===== config.mk =====
export PLATFORM = sky130hd
export DESIGN_NAME = tsi_irq_test_ctrl
export DESIGN_NICKNAME = d
export VERILOG_FILES = /design/src/inc/tsi_irq_pkg.sv /design/src/rtl/pattern_lock_tracker.sv /design/src/rtl/tsi_irq_test_ctrl.sv
export VERILOG_INCLUDE_DIRS = /design/src /design/src/inc
export SDC_FILE = /design/constraint.sdc
export NUM_CORES = 1
export LEC_CHECK = 0
export ABC_AREA = 1
export BUFFER_PORTS_ARGS = -buffer_cell sky130_fd_sc_hd__buf_2
export CAP_MARGIN = 20
export CORE_ASPECT_RATIO = 0.8
export CORE_MARGIN = 4
export CORE_UTILIZATION = 52
export CTS_BUF_LIST = sky130_fd_sc_hd__clkbuf_4
export DETAILED_ROUTE_END_ITERATION = 6
export GPL_TIMING_DRIVEN = 0
export PLACE_DENSITY = 0.78
export SETUP_SLACK_MARGIN = 0.1
export SKIP_CTS_REPAIR_TIMING = 1
export SKIP_LAST_GASP = 1
export SLEW_MARGIN = 20
export SYNTH_ARGS = -nofsm -noshare
export SYNTH_HDL_FRONTEND = slang
export SYNTH_SLANG_ARGS = --single-unit

===== constraint.sdc =====
create_clock -name i_clk -period 2.1 [get_ports i_clk]
set_input_delay 0.315 -clock i_clk [delete_from_list [all_inputs] [get_ports i_clk]]
set_output_delay 0.315 -clock i_clk [all_outputs]
set_load 0.02 [all_outputs]

===== src/inc/tsi_irq_regs.svh =====
/*
 Register offsets, field positions, reset values and timing counts of the
 interrupt and test-command block. Definitions only; included by bare name.
*/
`ifndef TSI_IRQ_REGS_SVH
`define TSI_IRQ_REGS_SVH

// Register offsets on the microprocessor port
`define ADDR_GLOBAL_MASK 8'h06
`define ADDR_IRQ_STATUS 8'h07
`define ADDR_IRQ_MASK 8'h08
`define ADDR_TEST_CMD 8'h09

// Global interrupt mask register
`define BIT_GIE 0
`define GIE_RESET 1'h0

// Status and mask bit positions (shared layout)
`define BIT_SYNC_FAULT 6
`define BIT_LOCKED 5
`define BIT_PAT_ERROR 3
`define BIT_SELFTEST 1
`define BIT_INJECTED 0
`define STATUS_IMPL 8'h6B
`define MASK_IMPL 8'h6B
`define MASK_FIXED_ONES 8'h14
`define MASK_RESET 8'h6B
`define STATUS_RESET 8'h00

// Test command register
`define BIT_GEN_RUN 7
`define BIT_CHK_RUN 6
`define GEN_RATE_HI 5
`define GEN_RATE_LO 4
`define CHK_RATE_HI 3
`define CHK_RATE_LO 2
`define CMD_RESET 8'h00
`define CMD_RATE_RESET 2'h0

// Rate field codes
`define RATE_CODE_2M 2'h0
`define RATE_CODE_4M 2'h1
`define RATE_CODE_8M 2'h2

// Timing
`define CLK_MHZ 200
`define FRAME_TIME_NS 125000
`define FRAME_CYCLES ((`FRAME_TIME_NS * `CLK_MHZ) / 1000)
`define LOCK_SLOTS 32
`define HIGHWAY_W 5

`endif


===== src/inc/tsi_irq_pkg.sv =====
/*
 Types shared by the interrupt and test-command block.
 Assumes nothing beyond a SystemVerilog compiler.
*/
package tsi_irq_pkg;
   // Decoded highway rate of generator or checker
   typedef enum logic [1:0] {
      RATE_2M048,
      RATE_4M096,
      RATE_8M192,
      RATE_IDLE
   } rate_t;

   // Frame pulse supervision
   typedef enum logic {
      FS_HUNT,
      FS_TRACK
   } sync_state_t;
endpackage


===== src/rtl/pattern_lock_tracker.sv =====
/*
 Pattern checker lock tracker: counts error-free slots to declare lock and
 reports single errors after lock. Assumes slot strobes on the same clock.
*/
`timescale 1ns/1ps
`include "tsi_irq_regs.svh"

module pattern_lock_tracker #(
   parameter int LOCK_SLOTS = `LOCK_SLOTS
) (
   // Clock and reset
   input wire logic i_clk,
   input wire logic i_reset,
   input wire logic i_ce,
   // Checker control and slot results
   input wire logic i_run,
   input wire logic i_slot_valid,
   input wire logic i_slot_error,
   // Results
   output logic o_locked,
   output logic o_lock_event,
   output logic o_error_event
);
   localparam int CW = $clog2(LOCK_SLOTS + 1);
   localparam logic [CW-1:0] LOCK_LAST = CW'(LOCK_SLOTS - 1);

   logic [CW-1:0] good_q;

   // Count consecutive error-free slots until lock
   always_ff @(posedge i_clk or posedge i_reset) begin
      if (i_reset) begin
         good_q <= '0;
         o_locked <= 1'b0;
         o_lock_event <= 1'b0;
      end else if (i_ce) begin
         o_lock_event <= 1'b0;
         if (!i_run) begin
            good_q <= '0;
            o_locked <= 1'b0;
         end else if (i_slot_valid && !o_locked) begin
            if (i_slot_error) begin
               good_q <= '0;
            end else if (good_q == LOCK_LAST) begin
               o_locked <= 1'b1; // RQ22
               o_lock_event <= 1'b1;
            end else begin
               good_q <= good_q + 1'b1;
            end
         end
      end
   end

   // Flag each errored slot once locked
   always_ff @(posedge i_clk or posedge i_reset) begin
      if (i_reset) begin
         o_error_event <= 1'b0;
      end else if (i_ce) begin
         o_error_event <= i_run && o_locked && i_slot_valid && i_slot_error;
      end
   end
endmodule // pattern_lock_tracker


===== src/rtl/tsi_irq_test_ctrl.sv =====
/*
 Interrupt status, mask and global enable, plus the test command register
 that runs the pattern generator and checker and sets their highway rates.
 Assumes a synchronous register port on i_clk with one-cycle read and write
 strobes, event inputs from logic on i_clk, and a frame pulse from a pin.
*/
// Operation
// RQ1: Status read clears bits until next event
// RQ2: Interrupt needs status, clear mask, enable
// RQ3: Status bits update regardless of mask
// RQ4: Sync fault mask blocks detection and interrupt
// RQ5: Implemented mask bits reset to one
// RQ6: Lock mask blocks lock interrupt
// RQ7: Error mask blocks pattern error interrupt
// RQ8: Self-test mask blocks completion interrupt
// RQ9: Injection mask blocks injection-done interrupt
// RQ10: Mask bits four and two read one
// RQ11: Reserved mask and command bits read zero
// RQ12: Command bit seven starts, stops generator
// RQ13: Command bit six starts, stops checker
// RQ14: Generator rate field decodes three rates, idle
// RQ15: Software matches generator rate to highway
// RQ16: Checker rate field uses same encoding
// RQ17: Software matches checker rate to highway
// RQ18: Generator serves one transmit highway only
// RQ19: Checker serves one selected receive highway
// RQ20: Other slots and highways stay unaffected
// RQ21: Missing or misaligned frame pulse sets fault
// RQ22: Lock after thirty-two clean slots
// RQ23: Enable low holds interrupt inactive
// RQ24: Event during status read survives clear
`timescale 1ns/1ps
`include "tsi_irq_regs.svh"

module tsi_irq_test_ctrl #(
   parameter int FRAME_CYCLES = `FRAME_CYCLES,
   parameter int LOCK_SLOTS = `LOCK_SLOTS,
   parameter int HW_W = `HIGHWAY_W
) (
   // Clock, reset, clock enable
   input wire logic i_clk,
   input wire logic i_reset,
   input wire logic i_ce,
   // Register port
   input wire logic [7:0] i_addr,
   input wire logic [7:0] i_wdata,
   input wire logic i_wr,
   input wire logic i_rd,
   output logic [7:0] o_rdata,
   // Event sources
   input wire logic i_frame_pulse,
   input wire logic i_slot_valid,
   input wire logic i_slot_error,
   input wire logic i_selftest_done,
   input wire logic i_inject_done,
   // Highway selection
   input wire logic [HW_W-1:0] i_gen_highway,
   input wire logic [HW_W-1:0] i_chk_highway,
   // Interrupt pin
   output logic o_irq_n,
   // Test engine control
   output logic o_generator_run,
   output logic o_checker_run,
   output tsi_irq_pkg::rate_t o_generator_rate,
   output tsi_irq_pkg::rate_t o_checker_rate,
   output logic [HW_W-1:0] o_gen_highway,
   output logic [HW_W-1:0] o_chk_highway,
   output logic o_pattern_locked
);
   import tsi_irq_pkg::*;

   localparam int FCW = $clog2(FRAME_CYCLES + 1);
   localparam logic [FCW-1:0] FRAME_LAST = FCW'(FRAME_CYCLES - 1);

   // Address match, used by every register access
   function automatic logic hit(input logic [7:0] a, input logic [7:0] t);
      hit = (a == t);
   endfunction

   // Rate field decode, shared by generator and checker
   function automatic rate_t to_rate(input logic [1:0] code);
      unique case (code)
         `RATE_CODE_2M: to_rate = RATE_2M048;
         `RATE_CODE_4M: to_rate = RATE_4M096;
         `RATE_CODE_8M: to_rate = RATE_8M192;
         default: to_rate = RATE_IDLE;
      endcase
   endfunction

   logic gie_q;
   logic [7:0] mask_q;
   logic [7:0] status_q;
   logic [7:0] status_d;
   logic [7:0] events;
   logic [7:0] mask_view;
   logic [7:0] cmd_view;
   logic [1:0] gen_code_q;
   logic [1:0] chk_code_q;
   logic fp_meta_q;
   logic fp_sync_q;
   logic fp_prev_q;
   logic fp_rise;
   logic sync_fault;
   logic [FCW-1:0] frame_cnt_q;
   sync_state_t sync_q;
   logic lock_event;
   logic error_event;
   logic wr_mask;
   logic wr_cmd;
   logic rd_status;

   assign wr_mask = i_wr && hit(i_addr, `ADDR_IRQ_MASK);
   assign wr_cmd = i_wr && hit(i_addr, `ADDR_TEST_CMD);
   assign rd_status = i_rd && hit(i_addr, `ADDR_IRQ_STATUS);

   // Two-flop synchroniser and edge detect on the frame pulse pin
   always_ff @(posedge i_clk or posedge i_reset) begin
      if (i_reset) begin
         fp_meta_q <= 1'b0;
         fp_sync_q <= 1'b0;
         fp_prev_q <= 1'b0;
      end else if (i_ce) begin
         fp_meta_q <= i_frame_pulse;
         fp_sync_q <= fp_meta_q;
         fp_prev_q <= fp_sync_q;
      end
   end
   assign fp_rise = fp_sync_q && !fp_prev_q;

   // Frame supervision: hunt for first pulse, then expect one per frame
   always_ff @(posedge i_clk or posedge i_reset) begin
      if (i_reset) begin
         sync_q <= FS_HUNT;
         frame_cnt_q <= '0;
      end else if (i_ce) begin
         if (mask_q[`BIT_SYNC_FAULT]) begin
            sync_q <= FS_HUNT; // RQ4
            frame_cnt_q <= '0;
         end else begin
            unique case (sync_q)
               FS_HUNT: begin
                  if (fp_rise) begin
                     sync_q <= FS_TRACK;
                     frame_cnt_q <= '0;
                  end
               end
               FS_TRACK: begin
                  if (fp_rise || frame_cnt_q == FRAME_LAST) begin
                     frame_cnt_q <= '0;
                  end else begin
                     frame_cnt_q <= frame_cnt_q + 1'b1;
                  end
               end
            endcase
         end
      end
   end

   // Early pulse is misaligned, no pulse at frame end is missing
   assign sync_fault = !mask_q[`BIT_SYNC_FAULT] && sync_q == FS_TRACK &&
      (fp_rise != (frame_cnt_q == FRAME_LAST)); // RQ21 RQ4

   // Checker lock tracking
   pattern_lock_tracker #(
      .LOCK_SLOTS(LOCK_SLOTS)
   ) u_lock (
      .i_clk(i_clk),
      .i_reset(i_reset),
      .i_ce(i_ce),
      .i_run(o_checker_run),
      .i_slot_valid(i_slot_valid),
      .i_slot_error(i_slot_error),
      .o_locked(o_pattern_locked),
      .o_lock_event(lock_event),
      .o_error_event(error_event)
   );

   // Event vector in status layout; only sync fault depends on its mask
   always_comb begin
      events = 8'h00;
      events[`BIT_SYNC_FAULT] = sync_fault;
      events[`BIT_LOCKED] = lock_event; // RQ3
      events[`BIT_PAT_ERROR] = error_event; // RQ3
      events[`BIT_SELFTEST] = i_selftest_done; // RQ3
      events[`BIT_INJECTED] = i_inject_done; // RQ3
   end

   // Clear on read, then set; a set in the same cycle wins
   always_comb begin
      status_d = status_q;
      if (rd_status) begin
         status_d = `STATUS_RESET; // RQ1
      end
      status_d = (status_d | events) & `STATUS_IMPL; // RQ24
   end

   // Status register
   always_ff @(posedge i_clk or posedge i_reset) begin
      if (i_reset) begin
         status_q <= `STATUS_RESET;
      end else if (i_ce) begin
         status_q <= status_d; // RQ1
      end
   end

   // Global enable register
   always_ff @(posedge i_clk or posedge i_reset) begin
      if (i_reset) begin
         gie_q <= `GIE_RESET;
      end else if (i_ce && i_wr && hit(i_addr, `ADDR_GLOBAL_MASK)) begin
         gie_q <= i_wdata[`BIT_GIE];
      end
   end

   // Mask register; only implemented bits are stored
   always_ff @(posedge i_clk or posedge i_reset) begin
      if (i_reset) begin
         mask_q <= `MASK_RESET; // RQ5
      end else if (i_ce && wr_mask) begin
         mask_q <= i_wdata & `MASK_IMPL;
      end
   end

   // Mask read view: fixed ones set, reserved top bit zero
   assign mask_view = mask_q | `MASK_FIXED_ONES; // RQ10 RQ11

   // Test command: run bits and rate codes
   always_ff @(posedge i_clk or posedge i_reset) begin
      if (i_reset) begin
         o_generator_run <= 1'b0;
         o_checker_run <= 1'b0;
         gen_code_q <= `CMD_RATE_RESET; // RQ14
         chk_code_q <= `CMD_RATE_RESET; // RQ16
      end else if (i_ce && wr_cmd) begin
         o_generator_run <= i_wdata[`BIT_GEN_RUN]; // RQ12
         o_checker_run <= i_wdata[`BIT_CHK_RUN]; // RQ13
         gen_code_q <= i_wdata[`GEN_RATE_HI:`GEN_RATE_LO];
         chk_code_q <= i_wdata[`CHK_RATE_HI:`CHK_RATE_LO];
      end
   end

   // Command read view, low reserved bits zero
   always_comb begin
      cmd_view = `CMD_RESET;
      cmd_view[`BIT_GEN_RUN] = o_generator_run;
      cmd_view[`BIT_CHK_RUN] = o_checker_run;
      cmd_view[`GEN_RATE_HI:`GEN_RATE_LO] = gen_code_q;
      cmd_view[`CHK_RATE_HI:`CHK_RATE_LO] = chk_code_q; // RQ11
   end

   // Decoded rates; software keeps them equal to the highway settings
   always_ff @(posedge i_clk or posedge i_reset) begin
      if (i_reset) begin
         o_generator_rate <= RATE_2M048;
         o_checker_rate <= RATE_2M048;
      end else if (i_ce) begin
         o_generator_rate <= to_rate(gen_code_q); // RQ14 RQ15
         o_checker_rate <= to_rate(chk_code_q); // RQ16 RQ17
      end
   end

   // Single highway per engine, latched while stopped so a running test
   // never moves and every other highway keeps normal switching
   always_ff @(posedge i_clk or posedge i_reset) begin
      if (i_reset) begin
         o_gen_highway <= '0;
         o_chk_highway <= '0;
      end else if (i_ce) begin
         if (!o_generator_run) begin
            o_gen_highway <= i_gen_highway; // RQ18 RQ20
         end
         if (!o_checker_run) begin
            o_chk_highway <= i_chk_highway; // RQ19 RQ20
         end
      end
   end

   // Registered read data; unmapped offsets read zero
   always_ff @(posedge i_clk or posedge i_reset) begin
      if (i_reset) begin
         o_rdata <= 8'h00;
      end else if (i_ce && i_rd) begin
         if (hit(i_addr, `ADDR_GLOBAL_MASK)) begin
            o_rdata <= {7'h00, gie_q};
         end else if (rd_status) begin
            o_rdata <= status_q;
         end else if (hit(i_addr, `ADDR_IRQ_MASK)) begin
            o_rdata <= mask_view;
         end else if (hit(i_addr, `ADDR_TEST_CMD)) begin
            o_rdata <= cmd_view;
         end else begin
            o_rdata <= 8'h00;
         end
      end
   end

   // Interrupt pin, active low: unmasked status gated by global enable
   always_ff @(posedge i_clk or posedge i_reset) begin
      if (i_reset) begin
         o_irq_n <= 1'b1;
      end else if (i_ce) begin
         o_irq_n <= !(gie_q && // RQ2 RQ23
            |(status_q & ~mask_q & `MASK_IMPL)); // RQ6 RQ7 RQ8 RQ9 RQ4
      end
   end
endmodule // tsi_irq_test_ctrl


==> flow_summary.toml <==
[global_route]
antenna_found_initial = 0
globalRouteMet2Util_pct = 34.38
use_met3_pct = 5.328
grt_pass1_wl_um = 13290
grt_util_met1_pct = 27.70
grt_pass1_vias = 2924
grt_max_degree = 35
grt_use_total_pct = 21.17
gr-total-overflow = 0
grt_busiest_layer = "met2"

[logic_synthesis]
yosysWarnings = 0
synth_area_per_cell_um2 = 8.056
syn_nets = 456
synth_cell_type_count = 33
ys_ff_latch = 68
syn_area_um2 = 3359
synth_seq_area_share_pct = 50.88
syn-instance-count = 417

[die]
num_io_pins = 62
dieWidth_um = 97.87
initial_core_util_pct = 55.08
fp-row-count = 25
die_y_um = 79.89
fp.coreArea_um2 = 6100
dieArea_um2 = 7818

[placement]
dp_hpwl_um = 5713
place_area_um2 = 3805
portBuffers = 60
post-place-ws_ns = 0.2975
gp_congestion = 0.8465

[worst_setup_path]
rr_endpoint = "frame_cnt_q[10]$_DFFE_PP0P_"
cpPeakStageDelay_ns = 0.42
crit_chain = "ha_1, nand2_1, nor3_1, nand3_1, ha_1, nand3_1, nand2_2, buf_4, o21ai_1, nor2_1"
r2r_setup_slack_ns = 0.29
crit_required_ns = 2.42
critPathArrivalTime_ns = 2.14
cpMaxStageDelayCell = "dfrtp_1"
setup.worst_path.class = "flip-flop to flip-flop"
reg2reg_from = "frame_cnt_q[1]$_DFFE_PP0P_"
crit_path_end_kind = "flip-flop"
worst_setup_path_start_kind = "flip-flop"
rr_worst_depth = 10
cp-endpoint = "frame_cnt_q[10]$_DFFE_PP0P_"
cp-startpoint = "frame_cnt_q[1]$_DFFE_PP0P_"
path_max_fanout = 10

[drt]
post-route-drc-count = 0
drtIter0Drc = 161
wirelength_um = 7643
ant_nets = 0
vias = 2985
avgRoutedWirePerCell_um = 13.25
viasPerCell = 5.173
firstDrtPassIters = 5

[job]
drv_cap = 0

[timing]
period_minus_slack_ns = 1.814
finalCritPeriodShare_pct = 86.39
worst_pin_slew_ns = 0.5137
slew_violations = 0
postLayoutSetupSlackWorst_ns = 0.2858
rsz0062_at_grt = "false"
max_freq_mhz = 551.2
fin_skew_ns = 0.01288
slew_headroom_pct = 65.75
whs_ns = 0.07842
finalSetupViolCount = 0
fin_setup_tns_ns = 0
hold_viol = 0

[run_status]
outcome = "complete, no violations"

[final_layout]
regArea_um2 = 1709
area_growth_pct = 19.93
antenna_cells = 0
drive_gt1_share_pct = 23.59
final_cell_area_um2 = 4029
nets = 530
fillers = 500
multi_input_area_um2 = 1401

[cts]
cts_tree = "built"
clock_sinks = 68
cts_buffers = 9
clk_pin_slew_ns = 0.12
h-tree-depth = 3
clk_latency_ns = 0.42
cts_root_buf = "clkbuf_4"
cts_buffer_depth = 2

[pwr]
p_per_area_nw_per_um2 = 751.1
vdd_drop_max_uv = 541.7
p_leak_uw = 0.002040
power.total_uw = 3026

[worst_hold_path]
min_from = "i_chk_highway[1]"
hold_class = "primary input to flip-flop"
## flip-flops by register name, summed over array words and instances (netlist names), 2 cells and up
signal and flops:
status_q 5, o_gen_highway 5, o_checker_rate 2, gen_code_q 2, chk_code_q 2, o_chk_highway 5, u_lock.good_q 6, o_generator_rate 2
frame_cnt_q 15, mask_q 5, o_rdata 8
## worst max-delay path, delay by kind of cell (launching register included)
family,cells,cell delay (ns)
flops,1,0.42
simple gates,6,0.56
buf+inv,1,0.18
fa+ha+maj,2,0.46
compound gates,1,0.08
## synthesized netlist by cell type, drive strengths merged
library cell | instances | share of area, %
a21oi | 8 | 1.2
and2 | 1 | 0.19
buf | 5 | 1.1
clkbuf | 2 | 0.22
clkinv | 1 | 0.11
dfrtp | 62 | 46
dfstp | 6 | 4.7
ha | 3 | 1.1
inv | 53 | 6.0
mux2 | 5 | 1.7
nand2 | 125 | 15
nand3 | 28 | 4.5
nand3b | 1 | 0.22
nand4 | 14 | 2.6
nor2 | 48 | 6.6
nor3 | 7 | 1.4
nor4 | 2 | 0.37
o21ai | 40 | 6.0
o22ai | 4 | 0.74
o31ai | 1 | 0.22
xor2 | 1 | 0.26
## per-layer routing
layer,wire length [um],part of all wire (%)
met1,3514,46
met2,3466,45
met3,554,7.2
met4,107,1.4
met5,0,0
## where the power goes
part	switching, uW	internal [uW]
logic	228	132
registers	48.1	1390
clock network	500	730
## layout make-up
type	count	area share [%]
plain buffers	7	1.087
clock buffers	9	1.677
clock inverters	7	3.634
inverters	54	5.186
multi-input cells	288	34.78
flip-flops and latches	68	42.42
well taps	81	2.516
repair buffers	63	8.696
## cell families (layout without fill, tap and decap cells)
group | count (synthesis) | in the layout | synth area share (%)
AOI/OAI and AO/OA | 53 | 53 | 8.119
adders and majority gates | 3 | 3 | 1.117
xor gates and xnor gates | 1 | 1 | 0.2608
buffers and inverters | 61 | 140 | 7.412
DFF | 68 | 68 | 50.88
muxes | 5 | 5 | 1.676
and+or+nand+nor | 226 | 226 | 30.54
## placed cells by master, fill, tap and decap left out, types with 3 or more instances in the layout
cell type  count
nand4_1       14
nor3_1         6
buf_2         62
o21ai_0       34
nand2_1      119
bufinv_16      4
nor2_2         4
nor2_1        41
inv_1         46
dfstp_2        6
mux2_2         5
inv_2          5
a21oi_1        8
o22ai_1        4
nand2_2        4
o21ai_1        6
clkbuf_4       9
ha_1           3
dfrtp_1       62
nand3_1       26
## worst min-delay path by stage
| stage | endpoint | slack, ns | cells past startpoint |
|---|---|---|---|
| 6_report | o_chk_highway[1]$_DFFE_PP0P_ | 0.08 | 3 |
| 5_1_grt | o_chk_highway[1]$_DFFE_PP0P_ | 0.06 | 3 |
| 4_1_cts | o_gen_highway[1]$_DFFE_PP0P_ | -0.25 | 2 |
| 3_5_place_dp | o_gen_highway[1]$_DFFE_PP0P_ | 0.24 | 2 |
| 3_3_place_gp | o_chk_highway[1]$_DFFE_PP0P_ | 0.45 | 2 |
| 2_1_floorplan | mask_q[0]$_DFFE_PP1P_ | 0.41 | 2 |
## per-stage QoR
step	utilization (%)	cells
floorplan	-	417
global placement	61.72	558
detailed placement	62.38	560
CTS	65.89	576
global route	66.05	577
finish	66.05	577
No activity file was read; power rests on OpenSTA's default activity.
